[src/srirc_pkg.sv]
/*
  Package for the sync / reset-strobe / event-clear register bank:
  register indices, field positions, reset values and timing counts.
  Assumes APB byte address = 4 * register index.
*/
package srirc_pkg;
  // register indices (byte address is four times the index)
  localparam logic [15:0] IDX_CAL_SYNC = 16'h0A02;
  localparam logic [15:0] IDX_RST_FUNC = 16'h0A03;
  localparam logic [15:0] IDX_SYSTEM_CLOCK_PLL_CLR = 16'h0A04;
  localparam logic [15:0] IDX_MISC_CLR = 16'h0A05;
  localparam logic [15:0] IDX_WDOG_PERIOD = 16'h0A10;
  localparam logic [15:0] IDX_STATUS = 16'h0A11;
  // calibration_sync_control fields
  localparam int SOFT_SYNC_BIT = 1;
  localparam logic [7:0] CAL_SYNC_RST = 8'h00;
  // reset_function_strobes fields
  localparam int LOOP_FILTER_FLUSH_BIT = 6;
  localparam int COMB_INTEGRATOR_FILTER_FLUSH_BIT = 5;
  localparam int AUTO_SYNC_CLEAR_BIT = 3;
  localparam int TUNING_WORD_HISTORY_FLUSH_BIT = 2;
  localparam int CLEAR_ALL_EVENTS_BIT = 1;
  localparam int WDOG_RESTART_BIT = 0;
  localparam logic [7:0] RST_FUNC_MASK = 8'h6F;
  // system_clock_event_clear layout, bits 7:6 reserved
  localparam int SYSTEM_CLOCK_PLL_CLR_W = 6;
  localparam logic [7:0] SYSTEM_CLOCK_PLL_CLR_MASK = 8'h3F;
  // sync_watchdog_eeprom_event_clear layout, bits 7:5 reserved
  localparam int MISC_CLR_W = 5;
  localparam logic [7:0] MISC_CLR_MASK = 8'h1F;
  // watchdog period register, in ticks; zero stops the timer
  localparam int WDOG_PERIOD_W = 16;
  localparam logic [15:0] WDOG_PERIOD_RST = 16'h0000;
  // watchdog tick: one millisecond at the 100 MHz core clock
  localparam int CLK_PERIOD_NS = 10;
  localparam int WDOG_TICK_NS = 1000000;
  localparam int WDOG_TICK_CYCLES = WDOG_TICK_NS / CLK_PERIOD_NS;
  // apb slave states
  typedef enum logic [1:0] {
    APB_IDLE = 2'b00,
    APB_ACK = 2'b01
  } srirc_apb_e;
endpackage : srirc_pkg

[src/srirc_wdog.sv]
/*
  Watchdog timer: counts ticks of a divided enable and pulses on timeout.
  Assumes an active-low reset from the top module, asserted at once and released on the clock.
*/
`timescale 1ns/10ps
`default_nettype none
module srirc_wdog #(
  parameter int TICK_CYCLES = srirc_pkg::WDOG_TICK_CYCLES
) (
  // clock and reset
  input wire logic clk,
  input wire logic rst_n,
  // control
  input wire logic restart,
  input wire logic [15:0] period,
  // state
  output logic timeout,
  output logic [15:0] count
);
  typedef struct packed {
    logic [31:0] div;
    logic [15:0] cnt;
    logic tmo;
  } srirc_wdog_s;
  srirc_wdog_s st_ff;
  srirc_wdog_s nxt_st;
  always_comb
  begin
    nxt_st = st_ff;
    nxt_st.tmo = 1'b0;
    if (restart || period == 16'h0000)
    begin
      // restart from zero, no timeout event
      nxt_st.div = 32'h0;
      nxt_st.cnt = 16'h0000;
    end
    else if (st_ff.div == 32'(TICK_CYCLES - 1))
    begin
      nxt_st.div = 32'h0;
      if (st_ff.cnt == period - 16'h0001)
      begin
        // expiry starts a new cycle at once
        nxt_st.cnt = 16'h0000;
        nxt_st.tmo = 1'b1;
      end
      else
      begin
        nxt_st.cnt = st_ff.cnt + 16'h0001;
      end
    end
    else
    begin
      nxt_st.div = st_ff.div + 32'h1;
    end
  end
  always_ff @(posedge clk or negedge rst_n)
  begin
    if (!rst_n)
      st_ff <= '0;
    else
      st_ff <= nxt_st;
  end
  assign timeout = st_ff.tmo;
  assign count = st_ff.cnt;
endmodule : srirc_wdog
`default_nettype wire

[src/srirc_sync.sv]
/*
  Soft sync sequencer: stall level, start pulse on rise, restart on fall.
  Assumes the control level comes from a register on the same clock.
*/
`timescale 1ns/10ps
`default_nettype none
module srirc_sync (
  // clock and reset
  input wire logic clk,
  input wire logic rst_n,
  // control level
  input wire logic soft_sync,
  // distribution side
  output logic stall,
  output logic sync_start,
  output logic sync_restart
);
  typedef struct packed {
    logic stall;
    logic start;
    logic restart;
  } srirc_sync_s;
  srirc_sync_s st_ff;
  srirc_sync_s nxt_st;
  always_comb
  begin
    nxt_st.stall = soft_sync;
    nxt_st.start = soft_sync && !st_ff.stall;
    nxt_st.restart = !soft_sync && st_ff.stall;
  end
  always_ff @(posedge clk or negedge rst_n)
  begin
    if (!rst_n)
      st_ff <= '0;
    else
      st_ff <= nxt_st;
  end
  assign stall = st_ff.stall;
  assign sync_start = st_ff.start;
  assign sync_restart = st_ff.restart;
endmodule : srirc_sync
`default_nettype wire

[src/srirc_regs.sv]
/*
  Register bank for soft sync, reset-function strobes and event clears,
  reached over APB with one wait state.
  Assumes a 100 MHz core clock; strobe outputs go to logic on that clock.
  Assumes the APB master holds each request until it samples pready high.
  Strobe and clear pulses last one cycle; their sinks sample every edge.
*/
// Local design decision: the APB slave port.
`timescale 1ns/10ps
`default_nettype none
module srirc_regs #(
  parameter int WDOG_TICK_CYCLES = srirc_pkg::WDOG_TICK_CYCLES
) (
  // clock and reset
  input wire logic core_clk,
  input wire logic rst_n,
  // apb slave
  input wire logic psel,
  input wire logic penable,
  input wire logic pwrite,
  input wire logic [15:0] paddr,
  input wire logic [31:0] pwdata,
  input wire logic [3:0] pstrb,
  output logic pready,
  output logic [31:0] prdata,
  output logic pslverr,
  // clock distribution sync
  output logic distribution_stall,
  output logic distribution_sync_start,
  output logic distribution_sync_restart,
  // reset-function strobes
  output logic loop_filter_flush,
  output logic comb_integrator_filter_flush,
  output logic auto_sync_clear,
  output logic tuning_word_history_flush,
  // event clears, one-cycle pulses at monitor bit positions
  output logic [5:0] system_clock_event_clear,
  output logic [4:0] misc_event_clear,
  output logic clear_all_events,
  // watchdog
  output logic watchdog_timeout
);
  typedef struct packed {
    // apb answer
    srirc_pkg::srirc_apb_e apb;
    logic pready;
    logic [31:0] prdata;
    logic pslverr;
    // control registers
    logic soft_sync;
    logic [15:0] wdog_period;
    // self-clearing strobes
    logic lf_flush;
    logic cci_flush;
    logic as_clear;
    logic tw_flush;
    logic wdog_restart;
    logic all_clear;
    // event clear pulses
    logic [5:0] sys_clr;
    logic [4:0] misc_clr;
    // watchdog pulse, registered once more
    logic wdog_tmo;
  } srirc_regs_s;

  srirc_regs_s st_ff;
  srirc_regs_s nxt_st;

  // reset release through two flip-flops
  logic rst_meta_ff;
  logic rst_sync_ff;
  always_ff @(posedge core_clk or negedge rst_n)
  begin
    if (!rst_n)
    begin
      rst_meta_ff <= 1'b0;
      rst_sync_ff <= 1'b0;
    end
    else
    begin
      rst_meta_ff <= 1'b1;
      rst_sync_ff <= rst_meta_ff;
    end
  end

  // submodule outputs
  logic sync_stall;
  logic sync_start;
  logic sync_restart;
  logic wdog_tmo;
  logic [15:0] wdog_count;

  // sequencer sees the register level, not the bus
  srirc_sync u_sync (
    .clk(core_clk),
    .rst_n(rst_sync_ff),
    .soft_sync(st_ff.soft_sync),
    .stall(sync_stall),
    .sync_start(sync_start),
    .sync_restart(sync_restart)
  );

  // period in ticks, zero stops it; restart through the strobe
  srirc_wdog #(
    .TICK_CYCLES(WDOG_TICK_CYCLES)
  ) u_wdog (
    .clk(core_clk),
    .rst_n(rst_sync_ff),
    .restart(st_ff.wdog_restart),
    .period(st_ff.wdog_period),
    .timeout(wdog_tmo),
    .count(wdog_count)
  );

  // address decode
  logic [15:0] idx;
  logic aligned;
  logic mapped;
  assign idx = {2'b00, paddr[15:2]};
  assign aligned = (paddr[1:0] == 2'b00);
  always_comb
  begin
    mapped = 1'b0;
    case (idx)
      srirc_pkg::IDX_CAL_SYNC,
      srirc_pkg::IDX_RST_FUNC,
      srirc_pkg::IDX_SYSTEM_CLOCK_PLL_CLR,
      srirc_pkg::IDX_MISC_CLR,
      srirc_pkg::IDX_WDOG_PERIOD,
      srirc_pkg::IDX_STATUS:
        mapped = aligned;
      default:
        mapped = 1'b0;
    endcase
  end

  // read data
  logic [31:0] rdata;
  always_comb
  begin
    // unmapped and reserved bits read zero
    rdata = 32'h0000_0000;
    case (idx)
      srirc_pkg::IDX_CAL_SYNC:
        rdata[srirc_pkg::SOFT_SYNC_BIT] = st_ff.soft_sync;
      srirc_pkg::IDX_RST_FUNC:
      begin
        // strobes have already dropped by any read
        rdata[srirc_pkg::LOOP_FILTER_FLUSH_BIT] = st_ff.lf_flush;
        rdata[srirc_pkg::COMB_INTEGRATOR_FILTER_FLUSH_BIT] = st_ff.cci_flush;
        rdata[srirc_pkg::AUTO_SYNC_CLEAR_BIT] = st_ff.as_clear;
        rdata[srirc_pkg::TUNING_WORD_HISTORY_FLUSH_BIT] = st_ff.tw_flush;
        rdata[srirc_pkg::CLEAR_ALL_EVENTS_BIT] = st_ff.all_clear;
        rdata[srirc_pkg::WDOG_RESTART_BIT] = st_ff.wdog_restart;
      end
      srirc_pkg::IDX_SYSTEM_CLOCK_PLL_CLR:
        rdata[5:0] = st_ff.sys_clr;
      srirc_pkg::IDX_MISC_CLR:
        rdata[4:0] = st_ff.misc_clr;
      srirc_pkg::IDX_WDOG_PERIOD:
        rdata[15:0] = st_ff.wdog_period;
      // status: tick count high, stall level low
      srirc_pkg::IDX_STATUS:
      begin
        rdata[31:16] = wdog_count;
        rdata[0] = sync_stall;
      end
      default:
        rdata = 32'h0000_0000;
    endcase
  end

  // access phase seen while idle starts the one wait state
  logic access_req;
  assign access_req = psel && penable;

  // bank write happens at the edge that completes the access
  logic access_done;
  logic wr_en;
  logic [7:0] wbyte;
  assign access_done = (st_ff.apb == srirc_pkg::APB_ACK) && access_req;
  assign wr_en = access_done && pwrite && mapped && pstrb[0];
  assign wbyte = pwdata[7:0];

  // per-bit write decode; reserved positions never pulse
  logic [7:0] rf_bits;
  logic [5:0] sys_bits;
  logic [4:0] misc_bits;
  for (genvar gr = 0; gr < 8; gr++)
  begin : g_rf_bit
    assign rf_bits[gr] = wbyte[gr] & srirc_pkg::RST_FUNC_MASK[gr];
  end
  // clear bit n acts on monitor bit n
  for (genvar gs = 0; gs < srirc_pkg::SYSTEM_CLOCK_PLL_CLR_W; gs++)
  begin : g_sys_bit
    assign sys_bits[gs] = wbyte[gs] & srirc_pkg::SYSTEM_CLOCK_PLL_CLR_MASK[gs];
  end
  for (genvar gm = 0; gm < srirc_pkg::MISC_CLR_W; gm++)
  begin : g_misc_bit
    assign misc_bits[gm] = wbyte[gm] & srirc_pkg::MISC_CLR_MASK[gm];
  end

  always_comb
  begin
    nxt_st = st_ff;
    // strobes self-clear one cycle after they fire
    nxt_st.lf_flush = 1'b0;
    nxt_st.cci_flush = 1'b0;
    nxt_st.as_clear = 1'b0;
    nxt_st.tw_flush = 1'b0;
    nxt_st.wdog_restart = 1'b0;
    nxt_st.all_clear = 1'b0;
    nxt_st.sys_clr = 6'h00;
    nxt_st.misc_clr = 5'h00;
    nxt_st.wdog_tmo = wdog_tmo;

    // apb handshake with one wait state
    case (st_ff.apb)
      srirc_pkg::APB_IDLE:
      begin
        nxt_st.pready = 1'b0;
        nxt_st.pslverr = 1'b0;
        if (access_req)
        begin
          nxt_st.apb = srirc_pkg::APB_ACK;
          nxt_st.pready = 1'b1;
          nxt_st.pslverr = !mapped;
          nxt_st.prdata = (pwrite || !mapped) ? 32'h0000_0000 : rdata;
        end
      end
      srirc_pkg::APB_ACK:
      begin
        nxt_st.apb = srirc_pkg::APB_IDLE;
        nxt_st.pready = 1'b0;
        nxt_st.pslverr = 1'b0;
        nxt_st.prdata = 32'h0000_0000;
      end
      default:
      begin
        nxt_st.apb = srirc_pkg::APB_IDLE;
        nxt_st.pready = 1'b0;
        nxt_st.pslverr = 1'b0;
      end
    endcase

    // register writes
    if (wr_en)
    begin
      case (idx)
        srirc_pkg::IDX_CAL_SYNC:
          nxt_st.soft_sync = wbyte[srirc_pkg::SOFT_SYNC_BIT];
        srirc_pkg::IDX_RST_FUNC:
        begin
          nxt_st.lf_flush = rf_bits[srirc_pkg::LOOP_FILTER_FLUSH_BIT];
          nxt_st.cci_flush = rf_bits[srirc_pkg::COMB_INTEGRATOR_FILTER_FLUSH_BIT];
          nxt_st.as_clear = rf_bits[srirc_pkg::AUTO_SYNC_CLEAR_BIT];
          nxt_st.tw_flush = rf_bits[srirc_pkg::TUNING_WORD_HISTORY_FLUSH_BIT];
          nxt_st.wdog_restart = rf_bits[srirc_pkg::WDOG_RESTART_BIT];
          if (rf_bits[srirc_pkg::CLEAR_ALL_EVENTS_BIT])
          begin
            // same as ones in every clear bit
            nxt_st.all_clear = 1'b1;
            nxt_st.sys_clr = srirc_pkg::SYSTEM_CLOCK_PLL_CLR_MASK[5:0];
            nxt_st.misc_clr = srirc_pkg::MISC_CLR_MASK[4:0];
          end
        end
        srirc_pkg::IDX_SYSTEM_CLOCK_PLL_CLR:
          // monitor bit positions kept
          nxt_st.sys_clr = sys_bits;
        srirc_pkg::IDX_MISC_CLR:
          // reserved bits dropped
          nxt_st.misc_clr = misc_bits;
        srirc_pkg::IDX_WDOG_PERIOD:
        begin
          if (pstrb[1])
            nxt_st.wdog_period = pwdata[15:0];
          else
            nxt_st.wdog_period = {st_ff.wdog_period[15:8], wbyte};
        end
        default:
          nxt_st.soft_sync = st_ff.soft_sync;
      endcase
    end
  end

  always_ff @(posedge core_clk or negedge rst_sync_ff)
  begin
    if (!rst_sync_ff)
    begin
      st_ff <= '0;
      st_ff.apb <= srirc_pkg::APB_IDLE;
      st_ff.soft_sync <= srirc_pkg::CAL_SYNC_RST[srirc_pkg::SOFT_SYNC_BIT];
      st_ff.wdog_period <= srirc_pkg::WDOG_PERIOD_RST;
    end
    else
    begin
      st_ff <= nxt_st;
    end
  end

  // outputs
  assign pready = st_ff.pready;
  assign prdata = st_ff.prdata;
  assign pslverr = st_ff.pslverr;

  // distribution sync, straight from the sequencer flops
  assign distribution_stall = sync_stall;
  assign distribution_sync_start = sync_start;
  assign distribution_sync_restart = sync_restart;

  // reset-function strobes
  assign loop_filter_flush = st_ff.lf_flush;
  assign comb_integrator_filter_flush = st_ff.cci_flush;
  assign auto_sync_clear = st_ff.as_clear;
  assign tuning_word_history_flush = st_ff.tw_flush;

  // event clears and watchdog
  assign system_clock_event_clear = st_ff.sys_clr;
  assign misc_event_clear = st_ff.misc_clr;
  assign clear_all_events = st_ff.all_clear;
  assign watchdog_timeout = st_ff.wdog_tmo;
endmodule : srirc_regs
`default_nettype wire

[config.mk]
export PLATFORM = sky130hd
export DESIGN_NAME = srirc_regs
export DESIGN_NICKNAME = d
export VERILOG_FILES = /design/src/srirc_pkg.sv /design/src/srirc_wdog.sv /design/src/srirc_sync.sv /design/src/srirc_regs.sv
export SDC_FILE = /design/constraint.sdc
export NUM_CORES = 1
export LEC_CHECK = 0
export BUFFER_PORTS_ARGS = -buffer_cell sky130_fd_sc_hd__buf_2
export CORE_AREA = 2 2 107 109
export DETAILED_ROUTE_END_ITERATION = 7
export DIE_AREA = 0 0 109 111
export PLACE_DENSITY = 0.83
export SKIP_CTS_REPAIR_TIMING = 1
export SYNTH_ARGS = -nofsm -noshare
export SYNTH_HDL_FRONTEND = slang
export SYNTH_SLANG_ARGS = --single-unit
[constraint.sdc]
create_clock -name core_clk -period 7 [get_ports core_clk]
set_input_delay 0.7 -clock core_clk [delete_from_list [all_inputs] [get_ports core_clk]]
set_output_delay 0.7 -clock core_clk [all_outputs]
set_load 0.01 [all_outputs]
Word-level counts from Yosys, hierarchy flattened. Index checks and enable logic that the tools add are counted.

Add/subtract/negate cells: 3. Equal/unequal tests: 10. Mux-type cells: 25. Reduce and logical (&&, ||, !) cells: 22.

Operator list (count): $eq A14 B12 Y1 const B (6); $mux W32 (2); $pmux W32 S2 (1); $mux W48 (1); $mux W36 (1); $mux W17 (2); $add A32 B1 Y32 const B (1); $eq A32 B17 Y1 const B (1); $mux W16 (2); $add A16 B1 Y16 const B (1); $eq A16 B16 Y1 (1); $logic_not A16 Y1 (1); $sub A16 B1 Y16 const B (1); $mux W12 (1); $pmux W6 S2 (1); $pmux W1 S5 (2); $pmux W5 S2 (1); $mux W9 (1); $pmux W2 S4 (1); $logic_and A1 B1 Y1 (7); $mux W6 (1); $pmux W1 S3 (2); $reduce_and A2 Y1 (3); $reduce_or A6 Y1 (1); 10 further kinds (18).

Register bits after elaboration: 125. Input port bits: 57. Logic and storage cells: 84.

Logic depth before layout (Yosys ltp).
Word-level depth: 8. Depth in mapped cells: 10.

Cells and area by module. Synthesis repeated with hierarchy kept, for this count alone.

Cells, all modules: 685. Area total of the unflattened synthesis: 6805.3 sq um.

Modules (own cells, without submodules): srirc_regs (times used 1, cells each 281, area an instance 3369.5 sq um, sequential area each 1801.7 sq um); srirc_wdog (times used 1, cells each 399, area an instance 3345.7 sq um, sequential area each 1226.2 sq um); srirc_sync (times used 1, cells each 5, area an instance 90.1 sq um, sequential area each 75.1 sq um).

Worst setup path before layout. No wires, ideal clock.

Kind: reg-to-reg. From: register st_ff[22] in the netlist's numbering. To: register u_wdog.st_ff (netlist bit u_wdog.count[11]). Library setup time: 135 ps. Arrival: 2459 ps. Setup slack: 4406 ps. Stages on the path, launching flop included: 10. Path buffers: 2. Clock period less this slack: 2594 ps. Cell sequence: dfrtp_1 -> buf_6 -> or4_4 -> buf_6 -> nor4_1 -> xnor2_1 -> nor2b_1 -> nand4b_1 -> nor3_2 -> nor3_1.

Cells in the longest elaborated chain, start to end: 5. Elaborated cells on any way between the ends: 8. Those cells by class: 1 x add/sub; 1 x eq/ne; 3 x mux; 3 x reduce/logical.

RTL lines: from (decl) (RTL line srirc_regs.sv:66) `srirc_regs_s st_ff;`; from (signal assigned) (RTL line srirc_regs.sv:297) `st_ff <= nxt_st;`; $sub A16 B1 Y16 (RTL line srirc_wdog.sv:40) `if (st_ff.cnt == period - 16'h0001)`; $eq A16 B16 Y1 (RTL line srirc_wdog.sv:40); $mux W16 (RTL line srirc_wdog.sv:40); $mux W17 (RTL line srirc_wdog.sv:37) `else if (st_ff.div == 32'(TICK_CYCLES - 1))`; $mux W48 (RTL line srirc_wdog.sv:31) `if (restart || period == 16'h0000)`; to (signal assigned) (RTL line srirc_wdog.sv:61) `st_ff <= nxt_st;`; to (decl) (RTL line srirc_wdog.sv:25) `srirc_wdog_s st_ff;`.

Parallel ways exist; a longest one is shown, timed or not. The select of a mux whose other input is x is not followed. A chain may end at the register's enable or synchronous reset.

==> Implementation_results.wiki <==
{| class="wikitable"
! Metric !! Value
|-
| Result of the run || completed
|-
| Rows || 39
|-
| Critical path fanouts, max || 33
|-
| Count of boundary I/O pins || 111
|-
| Signal arrival time at the worst endpoint || 3.40 ns
|-
| Final Non-Filler Cells || 837
|-
| Number of cells in the design after placement || 805
|-
| Die area || 12100 sq um
|-
| Number of nets produced by synthesis || 701
|-
| Count of pins over their slew limit || 0
|-
| Sum of overflow across all layers after global routing || 0
|-
| Synth Area per Inst || 9.98 sq um
|-
| Count of endpoints failing hold in the final timing report || 0
|-
| Layout area overhead || 13.5%
|-
| Max capacitance violation total || 0
|-
| Detailed-route via count || 5126
|-
| Worst skew pair latency || 0.41 ns
|-
| Cell depth of the worst flop-to-flop path || 7
|-
| Synthesized instance count || 641
|-
| Proportion of layout cells with a drive suffix above 1 || 22.6%
|-
| Pre-antenna DRT Iters || 5
|-
| Multi-input gate area in the final layout || 2760 sq um
|-
| Share of synthesized flip-flops with an asynchronous set or reset || 100%
|-
| Port buffer count || 92
|-
| Combinational group share of total power || 2.0%
|-
| Startpoint of the worst-slack reg-to-reg timing path || st_ff[18]$_DFFE_PN0P_
|-
| Post-detailed-route via-to-cell ratio || 6.12
|-
| Setup Crit Path Kind || reg -> reg
|-
| Core ar. || 11100 sq um
|-
| Crit-path cells || inv_1 > ha_1 > or3b_2 > nor4_4 > a21o_2 > nand2b_1 > nor2_1
|-
| Largest net degree at the start of global routing || 63
|-
| Sw Pwr || 0.345 mW
|-
| Post-CTS clock slew at the launch and capture registers of the worst setup and hold paths || 0.05 ns
|-
| Tightest Pin Transition || 1.24 ns
|-
| CP startpoint kind || flop
|-
| Wire length of the first global-routing pass || 24.4 mm
|-
| Count of yosys warnings during synthesis || 0
|-
| Flop and latch count out of synthesis || 124
|-
| Worst-case clock buffer depth || 2
|-
| Slowest stage cell on the critical path || sky130_fd_sc_hd__nand2b_1
|-
| Portion of the clock cycle consumed by the worst path in the final layout || 45.3%
|-
| Antenna violations before repair || 0
|-
| Die Y || 111 um
|-
| Worst setup endpoint || u_wdog.st_ff[45]$_DFF_PN0_
|-
| Drt initial violations || 533
|-
| Total of endpoints with negative setup slack in the final report || 0
|-
| Crit path largest cell delay || 0.98 ns
|-
| Die W || 109 um
|-
| Internal power of the cells || 1.45 mW
|-
| Proportion of power drawn by flip-flops and latches || 40.4%
|-
| Post-route DRC || 0
|-
| Most used DFF post-synth || sky130_fd_sc_hd__dfrtp_1
|-
| Setup slack of the most critical reg-to-reg path || 3.83 ns
|-
| Max H-tree Level || 4
|-
| Final Cell Area || 7270 sq um
|-
| Number of synthesized flops with an enable pin || 0
|-
| Total placed instance area || 6570 sq um
|-
| Hold Path Class || in -> async
|-
| Worst vdd ir || 0.142 mV
|-
| CTS sink cnt || 124
|-
| # fillers || 812
|-
| CTS tree || built
|-
| Area occupied by registers || 3110 sq um
|-
| Avg WL per Cell || 17.9 um
|-
| Net switching share of the total power || 19.2%
|-
| Headroom to the max-slew limit || 17.0%
|-
| Number of global-route vias before repair || 5049
|-
| Worst clock skew || 0.00583 ns
|-
| Root cell of the clock tree || sky130_fd_sc_hd__clkbuf_16
|-
| Worst setup path startpoint || st_ff[18]$_DFFE_PN0P_
|-
| Unrepaired setup endpoints after global routing || no
|-
| Terminus of the critical flop-to-flop path || u_wdog.st_ff[45]$_DFF_PN0_
|-
| PwrDens || 247 nW/um^2
|-
| TritonCTS Buffers || 17
|-
| Post-synth design cell area || 6400 sq um
|-
| Worst endpoint required time || 7.23 ns
|-
| Most used cells in the layout excluding fill and tap cells || 123 x sky130_fd_sc_hd__dfrtp_1, 92 x sky130_fd_sc_hd__buf_2, 63 x sky130_fd_sc_hd__nor2_1
|-
| Final Critical Period || 3.17 ns
|-
| Half-perimeter wire length of the detailed placement result || 9.88 mm
|-
| Number of library cell types mapped by synthesis || 61
|-
| Final Net Count || 741
|-
| Placer Congestion || 0.887
|-
| Post-route setup TNS || 0 ns
|-
| Max Fclk || 316 MHz
|-
| Starting utilization of the core area || 57.8%
|-
| Gr usage total || 25.7%
|-
| Relative contribution of the clock network to total power || 57.6%
|-
| Leading cell type in the layout, fill and taps excluded || sky130_fd_sc_hd__dfrtp_1
|-
| Portion of the post-synthesis area used by sequential elements || 48.5%
|-
| Antenna fix cells || 0
|-
| Routed WL || 14.9 mm
|-
| WHS || 0.0638 ns
|-
| Worst setup EP type || flop
|-
| Routed Antenna Nets || 0
|-
| Leak Pwr || 3.39 nW
|}
## how the worst min path moves through the flow
stage / to / slack [ns] / depth (start not counted)
3_5_place_dp: rst_sync_ff$_DFF_PN0_ / 0.34 / 0
2_1_floorplan: rst_sync_ff$_DFF_PN0_ / 0.33 / 0
4_1_cts: rst_sync_ff$_DFF_PN0_ / 0.05 / 1
6_report: rst_sync_ff$_DFF_PN0_ / 0.06 / 1
3_3_place_gp: rst_sync_ff$_DFF_PN0_ / 0.33 / 0
5_1_grt: rst_sync_ff$_DFF_PN0_ / 0.05 / 1
## synthesized netlist by cell type (2+ instances only)
cell / instances / share of area (%)
sky130_fd_sc_hd__and4_1: 3 / 0.41
sky130_fd_sc_hd__nand2_1: 59 / 3.5
sky130_fd_sc_hd__and2_1: 11 / 1.1
sky130_fd_sc_hd__or3_1: 7 / 0.68
sky130_fd_sc_hd__nor3b_1: 3 / 0.35
sky130_fd_sc_hd__nand3_1: 16 / 1.3
sky130_fd_sc_hd__nor3_1: 26 / 2.0
sky130_fd_sc_hd__clkbuf_1: 23 / 1.3
sky130_fd_sc_hd__mux2_2: 14 / 2.5
sky130_fd_sc_hd__nor4b_1: 4 / 0.55
sky130_fd_sc_hd__a222oi_1: 2 / 0.31
sky130_fd_sc_hd__xnor2_1: 24 / 3.3
sky130_fd_sc_hd__or4_1: 2 / 0.23
sky130_fd_sc_hd__o21ai_0: 21 / 1.6
sky130_fd_sc_hd__nand4b_1: 3 / 0.41
sky130_fd_sc_hd__buf_4: 43 / 5.0
sky130_fd_sc_hd__nand4_1: 16 / 1.6
sky130_fd_sc_hd__mux2i_1: 3 / 0.47
sky130_fd_sc_hd__a21oi_1: 15 / 1.2
sky130_fd_sc_hd__nor2_1: 63 / 3.7
sky130_fd_sc_hd__and3_1: 8 / 0.78
sky130_fd_sc_hd__inv_1: 10 / 0.59
sky130_fd_sc_hd__dfrtp_1: 124 / 48
sky130_fd_sc_hd__ha_1: 3 / 0.59
sky130_fd_sc_hd__a31oi_1: 4 / 0.39
sky130_fd_sc_hd__nor4_1: 16 / 1.6
sky130_fd_sc_hd__clkbuf_8: 3 / 0.65
sky130_fd_sc_hd__a22o_1: 27 / 3.7
sky130_fd_sc_hd__o221ai_1: 7 / 0.96
sky130_fd_sc_hd__o21ai_1: 3 / 0.23
sky130_fd_sc_hd__nor2b_1: 5 / 0.49
sky130_fd_sc_hd__nand2b_1: 6 / 0.59
sky130_fd_sc_hd__xor2_1: 32 / 4.4
sky130_fd_sc_hd__a221oi_1: 4 / 0.55
sky130_fd_sc_hd__buf_6: 4 / 0.70
sky130_fd_sc_hd__a211o_1: 2 / 0.27
## critical path, delay by kind of cell, from the launching register on
kind            cells  cell delay [ns]
simple gates        4             1.91
flops               1             0.44
compound gates      1             0.32
fa+ha+maj           1             0.20
buf+inv             1             0.10
## power by group through the flow
stage	logic, mW	clock network, mW	registers [mW]
after global routing	0.0397	1.08	0.727
after global placement	0.0338	0	0.739
final	0.0356	1.04	0.726
after detailed placement	0.0351	0	0.739
after floorplan	0.0109	0	0.742
after CTS	0.0357	1.04	0.726
## cell families (layout without fill, tap and decap cells)
kind of cell	Yosys count	in the layout	share of synthesized area (%)
AOI/OAI and AO/OA	95	95	10.6
xor gates and xnor gates	56	56	7.66
adders and majority gates	3	3	0.587
buffers and inverters	85	138	8.52
DFF	124	124	48.5
muxes	17	17	2.93
other	1	1	0.0586
and+or+nand+nor	260	260	21.2
## cell type report
class	count	area share [%]
flip-flops and latches	124	42.8
multi-input cells	432	37.9
repair buffers	96	6.75
clock buffers	20	6.29
clock inverters	12	3.31
well taps	143	2.46
inverters	10	0.517
## state kept, by name, summed over array words and instances (netlist names), 5 cells and up
register,flops
st_ff,19
u_wdog.count,16
prdata,32
system_clock_event_clear,6
misc_event_clear,5
u_wdog.st_ff,32
## metrics by stage
stage                     total power, mW  util (%)  setup WS (ns)
final                                1.80      65.6           3.83
after global routing                 1.84      65.6           3.57
after CTS                            1.81      65.6           3.85
after detailed placement            0.774      59.3           3.81
after global placement              0.773      59.3           3.93
after floorplan                     0.753         -           3.29
## metal layers
layer / global-route usage, % / share of wire, %
met5: 0 / 0
met4: 9.66 / 2.6
met3: 7.29 / 7.1
met2: 41.9 / 51
met1: 32.2 / 39
Power figures use the tool's default switching activity.
